`config.mk`:
```
export PLATFORM = sky130hd
export DESIGN_NAME = orpd_top
export DESIGN_NICKNAME = d
export VERILOG_FILES = /design/src/core/orpd_pkg.sv /design/src/core/orpd_top.sv
export SDC_FILE = /design/constraint.sdc
export NUM_CORES = 1
export LEC_CHECK = 0
export BUFFER_PORTS_ARGS = -buffer_cell sky130_fd_sc_hd__buf_2
export CAP_MARGIN = 20
export CORE_MARGIN = 5
export CORE_UTILIZATION = 30
export DETAILED_ROUTE_END_ITERATION = 10
export GPL_ROUTABILITY_DRIVEN = 1
export SLEW_MARGIN = 20
export SYNTH_ARGS = -nofsm -noshare
export SYNTH_HDL_FRONTEND = slang
export SYNTH_SLANG_ARGS = --single-unit
```
`constraint.sdc`:
```
create_clock -name CORE_CLK_I -period 6.13 [get_ports CORE_CLK_I]
set_input_delay 1.5325 -clock CORE_CLK_I [delete_from_list [all_inputs] [get_ports CORE_CLK_I]]
set_output_delay 1.5325 -clock CORE_CLK_I [all_outputs]
set_load 0.05 [all_outputs]
```
`src/core/orpd_pkg.sv`:
```
// constants for the on-chip ram partition decoder
package orpd_pkg;
    // register byte offsets
    localparam logic [7:0] OFS_OMR_NEW   = 8'h00;
    localparam logic [7:0] OFS_OMR_LEG   = 8'h04;
    localparam logic [7:0] OFS_CTRL      = 8'h08;
    localparam logic [7:0] OFS_SIZES     = 8'h0C;
    localparam logic [7:0] OFS_WAIT      = 8'h10;
    localparam logic [7:0] OFS_STATUS    = 8'h14;
    // operating mode field positions
    localparam int BIT_MSW2  = 22;
    localparam int BIT_MSW1  = 21;
    localparam int BIT_MSW0  = 7;
    localparam int BIT_ATE   = 15;
    // writable bits of each operating mode register, others read zero
    localparam logic [23:0] OMR_LEG_MASK = 24'h7FFFFF;
    localparam logic [23:0] OMR_NEW_MASK = 24'h7F7FFF;
    localparam logic [23:0] OMR_RESET    = 24'h000000;
    // control register fields
    localparam int CTRL_CE   = 0;
    localparam int CTRL_LEG  = 1;
    localparam int CTRL_SC   = 2;
    // sizes in 1K words
    localparam logic [7:0] CACHE_K      = 8'h01;
    localparam logic [7:0] SHARED_NEW_K = 8'h0C;
    localparam logic [7:0] SHARED_LEG_K = 8'h0A;
    localparam logic [7:0] LEG_DEF_P_K  = 8'h20;
    localparam logic [7:0] LEG_DEF_XY_K = 8'h30;
    typedef logic [7:0] orpd_k_t;
    localparam orpd_k_t NEW_P_K  [8] = '{8'h20, 8'h28, 8'h30, 8'h40, 8'h48, 8'h50, 8'h60, 8'h70};
    localparam orpd_k_t NEW_XY_K [8] = '{8'h50, 8'h4C, 8'h48, 8'h40, 8'h3C, 8'h38, 8'h30, 8'h28};
    localparam orpd_k_t LEG_P_K  [4] = '{8'h60, 8'h50, 8'h40, 8'h30};
    localparam orpd_k_t LEG_XY_K [4] = '{8'h10, 8'h18, 8'h20, 8'h28};
    // wait state thresholds
    localparam logic [4:0] WS_MIN_NEW = 5'h03;
    localparam logic [4:0] WS_MIN_LEG = 5'h02;
    localparam logic [4:0] WS_TWO     = 5'h08;
    // dram allowed up to this core frequency, mhz
    localparam logic [9:0] DRAM_MAX_MHZ = 10'h064;
    // sixteen-bit compat limit of program top, in 1K words
    localparam logic [7:0] SC_P_LIMIT_K = 8'h40;
    localparam logic [1:0] RESP_OKAY    = 2'h0;
    localparam logic [1:0] RESP_SLVERR  = 2'h2;
endpackage

```
`src/core/orpd_top.sv`:
```
// ram partition decoder with axi4-lite register access
//==========================================================================
// Functional notes
// - cache enable reserves lowest 1K program
// - cached range goes to external memory
// - cache off frees range as program
// - new: bits 22,21,7 form switch select
// - nonzero select moves data ram to program
// - new variant eight program/data sizes
// - legacy: bit 7 enables, 22:21 choose
// - legacy default and four alternate sizes
// - shared filter ram 12K or 10K
// - x and y data kept separate
// - trailing waits one or two appended
// - new variant: no dram, strobes idle
// - legacy dram only up to 100 MHz
// - bit 15 trace enable legacy only
// - reserved mode bits read zero
//
// Decided for this implementation: the AXI4-Lite slave port and the register addresses.
`timescale 1ns/1ps
module orpd_top
    import orpd_pkg::*;
(
    // clock and reset
    input  wire logic        CORE_CLK_I,
    input  wire logic        RST_N_I,
    // axi4-lite slave
    input  wire logic [7:0]  S_AXI_AWADDR_I,
    input  wire logic        S_AXI_AWVALID_I,
    output logic             S_AXI_AWREADY_O,
    input  wire logic [31:0] S_AXI_WDATA_I,
    input  wire logic [3:0]  S_AXI_WSTRB_I,
    input  wire logic        S_AXI_WVALID_I,
    output logic             S_AXI_WREADY_O,
    output logic [1:0]       S_AXI_BRESP_O,
    output logic             S_AXI_BVALID_O,
    input  wire logic        S_AXI_BREADY_I,
    input  wire logic [7:0]  S_AXI_ARADDR_I,
    input  wire logic        S_AXI_ARVALID_I,
    output logic             S_AXI_ARREADY_O,
    output logic [31:0]      S_AXI_RDATA_O,
    output logic [1:0]       S_AXI_RRESP_O,
    output logic             S_AXI_RVALID_O,
    input  wire logic        S_AXI_RREADY_I,
    // decoded map to address decode logic
    output logic [7:0]       PROG_K_O,
    output logic [7:0]       XDATA_K_O,
    output logic [7:0]       YDATA_K_O,
    output logic [7:0]       SHARED_K_O,
    output logic             CACHE_EXT_O,
    output logic             SC_REMAP_O,
    output logic [7:0]       SC_P_LIMIT_O,
    // external bus timing, dram and trace enable
    output logic [1:0]       TRAIL_WS_O,
    output logic             DRAM_EN_O,
    output logic             TRACE_EN_O
);
    //======================================================================
    // registers
    logic [23:0] omr_new_r;
    logic [23:0] omr_leg_r;
    logic [2:0]  ctrl_r;
    logic [4:0]  ws_r;
    logic [9:0]  mhz_r;
    logic [7:0]  aw_addr_r;
    logic [31:0] w_data_r;
    logic [3:0]  w_strb_r;
    logic        aw_have_r;
    logic        w_have_r;
    logic        do_wr;
    logic [23:0] wmask;

    assign do_wr = aw_have_r && w_have_r && !S_AXI_BVALID_O;
    assign wmask = {{8{w_strb_r[2]}}, {8{w_strb_r[1]}}, {8{w_strb_r[0]}}};

    //======================================================================
    // axi write channel; address and data taken in either order
    always_ff @(posedge CORE_CLK_I or negedge RST_N_I) begin
        if (!RST_N_I) begin
            aw_have_r       <= 1'b0;
            w_have_r        <= 1'b0;
            aw_addr_r       <= 8'h00;
            w_data_r        <= 32'h0000_0000;
            w_strb_r        <= 4'h0;
            S_AXI_AWREADY_O <= 1'b0;
            S_AXI_WREADY_O  <= 1'b0;
            S_AXI_BVALID_O  <= 1'b0;
            S_AXI_BRESP_O   <= RESP_OKAY;
        end else begin
            S_AXI_AWREADY_O <= !aw_have_r && !S_AXI_AWREADY_O && S_AXI_AWVALID_I;
            S_AXI_WREADY_O  <= !w_have_r && !S_AXI_WREADY_O && S_AXI_WVALID_I;
            if (S_AXI_AWREADY_O && S_AXI_AWVALID_I) begin
                aw_have_r <= 1'b1;
                aw_addr_r <= S_AXI_AWADDR_I;
            end
            if (S_AXI_WREADY_O && S_AXI_WVALID_I) begin
                w_have_r <= 1'b1;
                w_data_r <= S_AXI_WDATA_I;
                w_strb_r <= S_AXI_WSTRB_I;
            end
            if (do_wr) begin
                aw_have_r      <= 1'b0;
                w_have_r       <= 1'b0;
                S_AXI_BVALID_O <= 1'b1;
                case (aw_addr_r)
                    OFS_OMR_NEW, OFS_OMR_LEG, OFS_CTRL, OFS_WAIT: begin
                        S_AXI_BRESP_O <= RESP_OKAY;
                    end
                    default: begin
                        S_AXI_BRESP_O <= RESP_SLVERR;
                    end
                endcase
            end else if (S_AXI_BVALID_O && S_AXI_BREADY_I) begin
                S_AXI_BVALID_O <= 1'b0;
            end
        end
    end

    //======================================================================
    // register stores; reserved bits never stored so they read zero
    always_ff @(posedge CORE_CLK_I or negedge RST_N_I) begin
        if (!RST_N_I) begin
            omr_new_r <= OMR_RESET;
            omr_leg_r <= OMR_RESET;
            ctrl_r    <= 3'h0;
            ws_r      <= 5'h00;
            mhz_r     <= 10'h000;
        end else if (do_wr) begin
            case (aw_addr_r)
                OFS_OMR_NEW: begin
                    omr_new_r <= (omr_new_r & ~wmask)
                               | (w_data_r[23:0] & wmask & OMR_NEW_MASK);
                end
                OFS_OMR_LEG: begin
                    omr_leg_r <= (omr_leg_r & ~wmask)
                               | (w_data_r[23:0] & wmask & OMR_LEG_MASK);
                end
                OFS_CTRL: begin
                    if (w_strb_r[0]) begin
                        ctrl_r <= w_data_r[2:0];
                    end
                end
                OFS_WAIT: begin
                    if (w_strb_r[0]) begin
                        ws_r <= w_data_r[4:0];
                    end
                    if (w_strb_r[1]) begin
                        mhz_r[7:0] <= w_data_r[15:8];
                    end
                    if (w_strb_r[2]) begin
                        mhz_r[9:8] <= w_data_r[17:16];
                    end
                end
                default: begin
                end
            endcase
        end
    end

    //======================================================================
    // map decode
    logic        leg;
    logic        ce;
    logic [2:0]  sel_new;
    logic [1:0]  sel_leg;
    logic        sw_on;
    logic [7:0]  p_k;
    logic [7:0]  xy_k;
    logic [1:0]  trail;

    assign leg     = ctrl_r[CTRL_LEG];
    assign ce      = ctrl_r[CTRL_CE];
    assign sel_new = {omr_new_r[BIT_MSW2], omr_new_r[BIT_MSW1], omr_new_r[BIT_MSW0]};
    assign sel_leg = {omr_leg_r[BIT_MSW2], omr_leg_r[BIT_MSW1]};
    assign sw_on   = leg ? omr_leg_r[BIT_MSW0] : (sel_new != 3'h0);

    always_comb begin
        if (!leg) begin
            p_k  = NEW_P_K[sel_new];
            xy_k = NEW_XY_K[sel_new];
        end else if (sw_on) begin
            p_k  = LEG_P_K[sel_leg];
            xy_k = LEG_XY_K[sel_leg];
        end else begin
            p_k  = LEG_DEF_P_K;
            xy_k = LEG_DEF_XY_K;
        end
        // usable program shrinks only while cache holds the lowest block
        if (ce) begin
            p_k = p_k - CACHE_K;
        end
    end

    // compare against the variant's own minimum for one trailing wait
    always_comb begin
        if (ws_r >= WS_TWO) begin
            trail = 2'h2;
        end else if (ws_r >= (leg ? WS_MIN_LEG : WS_MIN_NEW)) begin
            trail = 2'h1;
        end else begin
            trail = 2'h0;
        end
    end

    // outputs registered, so they follow a change one cycle later
    always_ff @(posedge CORE_CLK_I or negedge RST_N_I) begin
        if (!RST_N_I) begin
            PROG_K_O     <= 8'h00;
            XDATA_K_O    <= 8'h00;
            YDATA_K_O    <= 8'h00;
            SHARED_K_O   <= 8'h00;
            CACHE_EXT_O  <= 1'b0;
            SC_REMAP_O   <= 1'b0;
            SC_P_LIMIT_O <= 8'h00;
            TRAIL_WS_O   <= 2'h0;
            DRAM_EN_O    <= 1'b0;
            TRACE_EN_O   <= 1'b0;
        end else begin
            PROG_K_O     <= p_k;
            XDATA_K_O    <= xy_k;
            YDATA_K_O    <= xy_k;
            SHARED_K_O   <= leg ? SHARED_LEG_K : SHARED_NEW_K;
            CACHE_EXT_O  <= ce;
            SC_REMAP_O   <= ctrl_r[CTRL_SC];
            SC_P_LIMIT_O <= ctrl_r[CTRL_SC] ? SC_P_LIMIT_K : p_k;
            TRAIL_WS_O   <= trail;
            DRAM_EN_O    <= leg && (mhz_r <= DRAM_MAX_MHZ);
            TRACE_EN_O   <= leg && omr_leg_r[BIT_ATE];
        end
    end

    //======================================================================
    // axi read channel
    always_ff @(posedge CORE_CLK_I or negedge RST_N_I) begin
        if (!RST_N_I) begin
            S_AXI_ARREADY_O <= 1'b0;
            S_AXI_RVALID_O  <= 1'b0;
            S_AXI_RDATA_O   <= 32'h0000_0000;
            S_AXI_RRESP_O   <= RESP_OKAY;
        end else begin
            S_AXI_ARREADY_O <= !S_AXI_ARREADY_O && !S_AXI_RVALID_O && S_AXI_ARVALID_I;
            if (S_AXI_ARREADY_O && S_AXI_ARVALID_I) begin
                S_AXI_RVALID_O <= 1'b1;
                S_AXI_RRESP_O  <= RESP_OKAY;
                case (S_AXI_ARADDR_I)
                    OFS_OMR_NEW: S_AXI_RDATA_O <= {8'h00, omr_new_r};
                    OFS_OMR_LEG: S_AXI_RDATA_O <= {8'h00, omr_leg_r};
                    OFS_CTRL:    S_AXI_RDATA_O <= {29'h0, ctrl_r};
                    OFS_SIZES:   S_AXI_RDATA_O <= {SHARED_K_O, YDATA_K_O, XDATA_K_O, PROG_K_O};
                    OFS_WAIT:    S_AXI_RDATA_O <= {14'h0, mhz_r, 3'h0, ws_r};
                    OFS_STATUS:  S_AXI_RDATA_O <= {26'h0, TRACE_EN_O, DRAM_EN_O,
                                                   TRAIL_WS_O, CACHE_EXT_O, sw_on};
                    default: begin
                        S_AXI_RDATA_O <= 32'h0000_0000;
                        S_AXI_RRESP_O <= RESP_SLVERR;
                    end
                endcase
            end else if (S_AXI_RVALID_O && S_AXI_RREADY_I) begin
                S_AXI_RVALID_O <= 1'b0;
            end
        end
    end

    //======================================================================
    // assertions
    cache_shrink_a: assert property (@(posedge CORE_CLK_I) disable iff (!RST_N_I)
        ctrl_r[CTRL_CE] && !leg && $stable(ctrl_r) && $stable(omr_new_r)
        |=> (PROG_K_O == NEW_P_K[$past(sel_new)] - CACHE_K) && (CACHE_EXT_O == 1'b1))
        else $error("cache size not taken from program ram");
    cache_ext_a: assert property (@(posedge CORE_CLK_I) disable iff (!RST_N_I)
        ctrl_r[CTRL_CE] |=> CACHE_EXT_O)
        else $error("cache range not sent external");
    cache_free_a: assert property (@(posedge CORE_CLK_I) disable iff (!RST_N_I)
        !ctrl_r[CTRL_CE] && !leg |=> PROG_K_O == NEW_P_K[$past(sel_new)])
        else $error("program ram not restored with cache off");
    new_default_a: assert property (@(posedge CORE_CLK_I) disable iff (!RST_N_I)
        !leg && sel_new == 3'h0 && !ce |=> PROG_K_O == 8'h20 && XDATA_K_O == 8'h50)
        else $error("default map wrong");
    new_switch_a: assert property (@(posedge CORE_CLK_I) disable iff (!RST_N_I)
        !leg && sel_new != 3'h0 |=> XDATA_K_O < 8'h50)
        else $error("switch mode did not move data ram");
    new_sum_a: assert property (@(posedge CORE_CLK_I) disable iff (!RST_N_I)
        !leg && !ce |=> (PROG_K_O + XDATA_K_O + YDATA_K_O) == 8'hC0)
        else $error("new variant total not 192K");
    leg_map_a: assert property (@(posedge CORE_CLK_I) disable iff (!RST_N_I)
        leg && !ce && sw_on |=> (PROG_K_O + XDATA_K_O + YDATA_K_O) == 8'h80)
        else $error("legacy switch map wrong");
    leg_default_a: assert property (@(posedge CORE_CLK_I) disable iff (!RST_N_I)
        leg && !ce && !sw_on |=> PROG_K_O == 8'h20 && YDATA_K_O == 8'h30)
        else $error("legacy default map wrong");
    trail_ws_a: assert property (@(posedge CORE_CLK_I) disable iff (!RST_N_I)
        ws_r == 5'h02 |=> TRAIL_WS_O == ($past(leg) ? 2'h1 : 2'h0))
        else $error("trailing waits wrong at two");
    no_dram_a: assert property (@(posedge CORE_CLK_I) disable iff (!RST_N_I)
        !leg |=> !DRAM_EN_O && !TRACE_EN_O)
        else $error("new variant drove dram or trace");
    rsv_zero_a: assert property (@(posedge CORE_CLK_I) disable iff (!RST_N_I)
        omr_new_r[23] == 1'b0 && omr_new_r[BIT_ATE] == 1'b0)
        else $error("reserved mode bit set");
    bresp_hold_a: assert property (@(posedge CORE_CLK_I) disable iff (!RST_N_I)
        S_AXI_BVALID_O && !S_AXI_BREADY_I |=> S_AXI_BVALID_O && $stable(S_AXI_BRESP_O))
        else $error("write response dropped");
    wr_cov: cover property (@(posedge CORE_CLK_I) disable iff (!RST_N_I) do_wr);
    rd_cov: cover property (@(posedge CORE_CLK_I) disable iff (!RST_N_I)
        S_AXI_RVALID_O && S_AXI_RREADY_I);
    max_cov: cover property (@(posedge CORE_CLK_I) disable iff (!RST_N_I)
        !leg && sel_new == 3'h7 && ce);
    leg_cov: cover property (@(posedge CORE_CLK_I) disable iff (!RST_N_I) leg && sw_on);
endmodule

```
==> summary.txt <==
FMAX -> 0.325 GHz
Power Dens Cells -> 381 nW/um2
PortBufs -> 117
post-cts hold buffer count -> 0
ys flop type -> dfrtp_1
Post-synth EDFFs -> 0
fin crit share -> 50.2%
fin. max-slew vios -> 0
Slew @ Worst Pin -> 923 ps
number of remaining DRC errors -> 0
worst vdd ir -> 0.193 mV
Avg Cell Area, Syn -> 12.5 um2
most common cell in the synthesized netlist -> dfrtp_1
CP Capture Type -> flop
clock sink count -> 161
CP Cell Sequence -> buf_2 > nor2b_1 > a22oi_1 > a2bb2oi_1 > o21ai_0
DRT iter0 DRCs -> 230
routed len/inst -> 17.5 um
Setup Skew -> 11.1 ps
Clock transition at path regs -> 70 ps
vias in the first global route -> 4720
Via density -> 4.65
TritonCTS clock tree -> built
Yosys top cell area share -> 56.3%
Detail Route Antenna Nets -> 0
Final setup viols -> 0
status -> complete, no violations
max-cap check violation count -> 0
Hold Startpoint -> S_AXI_AWREADY_O
Hold Path Cell Cnt -> 1
boundary pin count -> 146
setup TNS -> 0 ps
Die Ht -> 164 um
Fin. Hold Viols -> 0
Num CTS Buffers -> 17
gr usage total -> 13.5%
FF-to-FF setup slack -> 3950 ps
first-pass GRT wire length -> 27.6 mm
delay-heaviest family, CP -> buffers and inverters
Critical Path RT -> 6480 ps
sequential share of the synthesized area -> 56.3%
mapped cell area -> 7150 um2
HPWL after DPL -> 13.0 mm
crit path time final -> 3080 ps
worst path bufs/invs -> 1
Hold Path Sink -> S_AXI_AWREADY_O
clock buffer depth -> 2
initial antenna violation count -> 2
flops & latches, synth -> 161
critical path type -> in2reg
Setup Buffers After CTS -> 0
cell taking the most area after synthesis -> dfrtp_1
synth warn -> 0
Reg2Reg Depth -> 4
post-cts sizing count -> 0
critical path launch point type -> primary input
P_leak -> 4.26 nW
CP max stage cell -> buf_2
R2R Path Start -> aw_addr_r[0]
number of diodes -> 0
total routed wirelength -> 17.8 mm
Via Count -> 4715
Post-Syn Instances -> 574
worst r2r dst -> ctrl_r[0]
worst hold-check path type -> reg2reg
total gr overflow -> 0
routability cong. -> 0.780
Post-synth ARST share -> 100%
most frequent cells after synthesis -> dfrtp_1 (161), mux2_2 (99), nand2_1 (43)
worst skew pair latency -> 430 ps
CTS HTree Levels -> 4
Critical Path AT -> 3430 ps
DR pass1 iterations -> 4
Core Box Area -> 23500 um2
Crit path largest cell delay -> 670 ps
clock root buffer -> clkbuf_16
share of cells above drive strength 1 -> 38.6%
Slew headroom -> 38.5%
Final nets -> 749
post-synth cell types -> 52
initial core utilization -> 30.5%
Crit Path Max Fanout -> 35
area grow syn2layout -> 19.4%
die area -> 27000 um2
Die X -> 164 um
Rows -> 56
largest net degree at the start of global routing -> 73
largest cells by area after synthesis -> dfrtp_1 (56%), mux2_2 (16%), mux2i_1 (3.6%)
unrepaired setup endpoints after global routing -> false
total power draw -> 3.25 mW
[layout make-up]
class | instances | area, um2
clock buffer | 18 | 429
clock inverter | 14 | 163
fill | 2344 | 14900
inverter | 13 | 48.8
multi-input combinational | 367 | 2840
sequential | 161 | 4030
tap | 319 | 399
timing repair buffer | 122 | 629
[report_power, final]
group          switching [mW]  internal [mW]  total (mW)
clock                   0.488          0.584        1.07
combinational           0.438          0.262       0.700
sequential              0.208           1.27        1.48
[per-stage QoR]
step	instances	util, %	cell area, um2	hold WS [ps]	setup WS (ps)
2_1_floorplan	591	-	7210	419	3200
3_3_place_gp	982	33.9	7950	440	2670
3_5_place_dp	982	33.9	7950	451	2600
4_1_cts	1014	36.4	8540	461	3060
5_1_grt	1014	36.4	8540	485	2900
6_report	1014	36.4	8540	457	3050
[kinds of logic after synthesis]
| family | after synthesis | share of synthesized area [%] |
|---|---|---|
| XOR/XNOR | 3 | 0.368 |
| adder cells (fa/ha/maj) | 8 | 1.40 |
| flip-flops | 161 | 56.3 |
| buffers and inverters | 63 | 4.83 |
| AO/OA/AOI/OAI | 67 | 6.00 |
| AND/OR/NAND/NOR | 141 | 10.8 |
| other | 2 | 0.105 |
| multiplexers | 129 | 20.2 |
[layout by cell type, fill, tap and decap left out, drive strengths merged, types with 3 or more instances in the layout]
cell,n
a21boi,3
a21oi,10
a22o,8
and2,7
and3,6
buf,122
clkbuf,18
conb,19
dfrtp,161
ha,8
inv,23
mux2,101
mux2i,26
nand2,49
nand2b,6
nand3,14
nand4,3
nor2,20
nor2b,10
nor3,6
nor3b,3
nor4,5
o21ai,25
o22ai,3
o31ai,6
or3,3
[worst max path at each step]
| stage | start | to | depth (start not counted) |
|---|---|---|---|
| after CTS | S_AXI_ARADDR_I[2] | S_AXI_RDATA_O[12] | 5 |
| final | S_AXI_ARADDR_I[2] | S_AXI_RDATA_O[12] | 5 |
| after detailed placement | S_AXI_ARADDR_I[2] | S_AXI_RDATA_O[12] | 5 |
| after floorplan | S_AXI_ARADDR_I[4] | S_AXI_RDATA_O[2] | 6 |
| after global routing | S_AXI_ARADDR_I[2] | S_AXI_RDATA_O[12] | 5 |
| after global placement | S_AXI_ARADDR_I[2] | S_AXI_RDATA_O[12] | 5 |
[metal layers]
metal,track usage [%],routed length [um]
met1,19.1,8470
met3,3.74,1060
met5,0,21
met4,2.95,110
met2,20.8,8110
(Power assumes the default switching activity.)
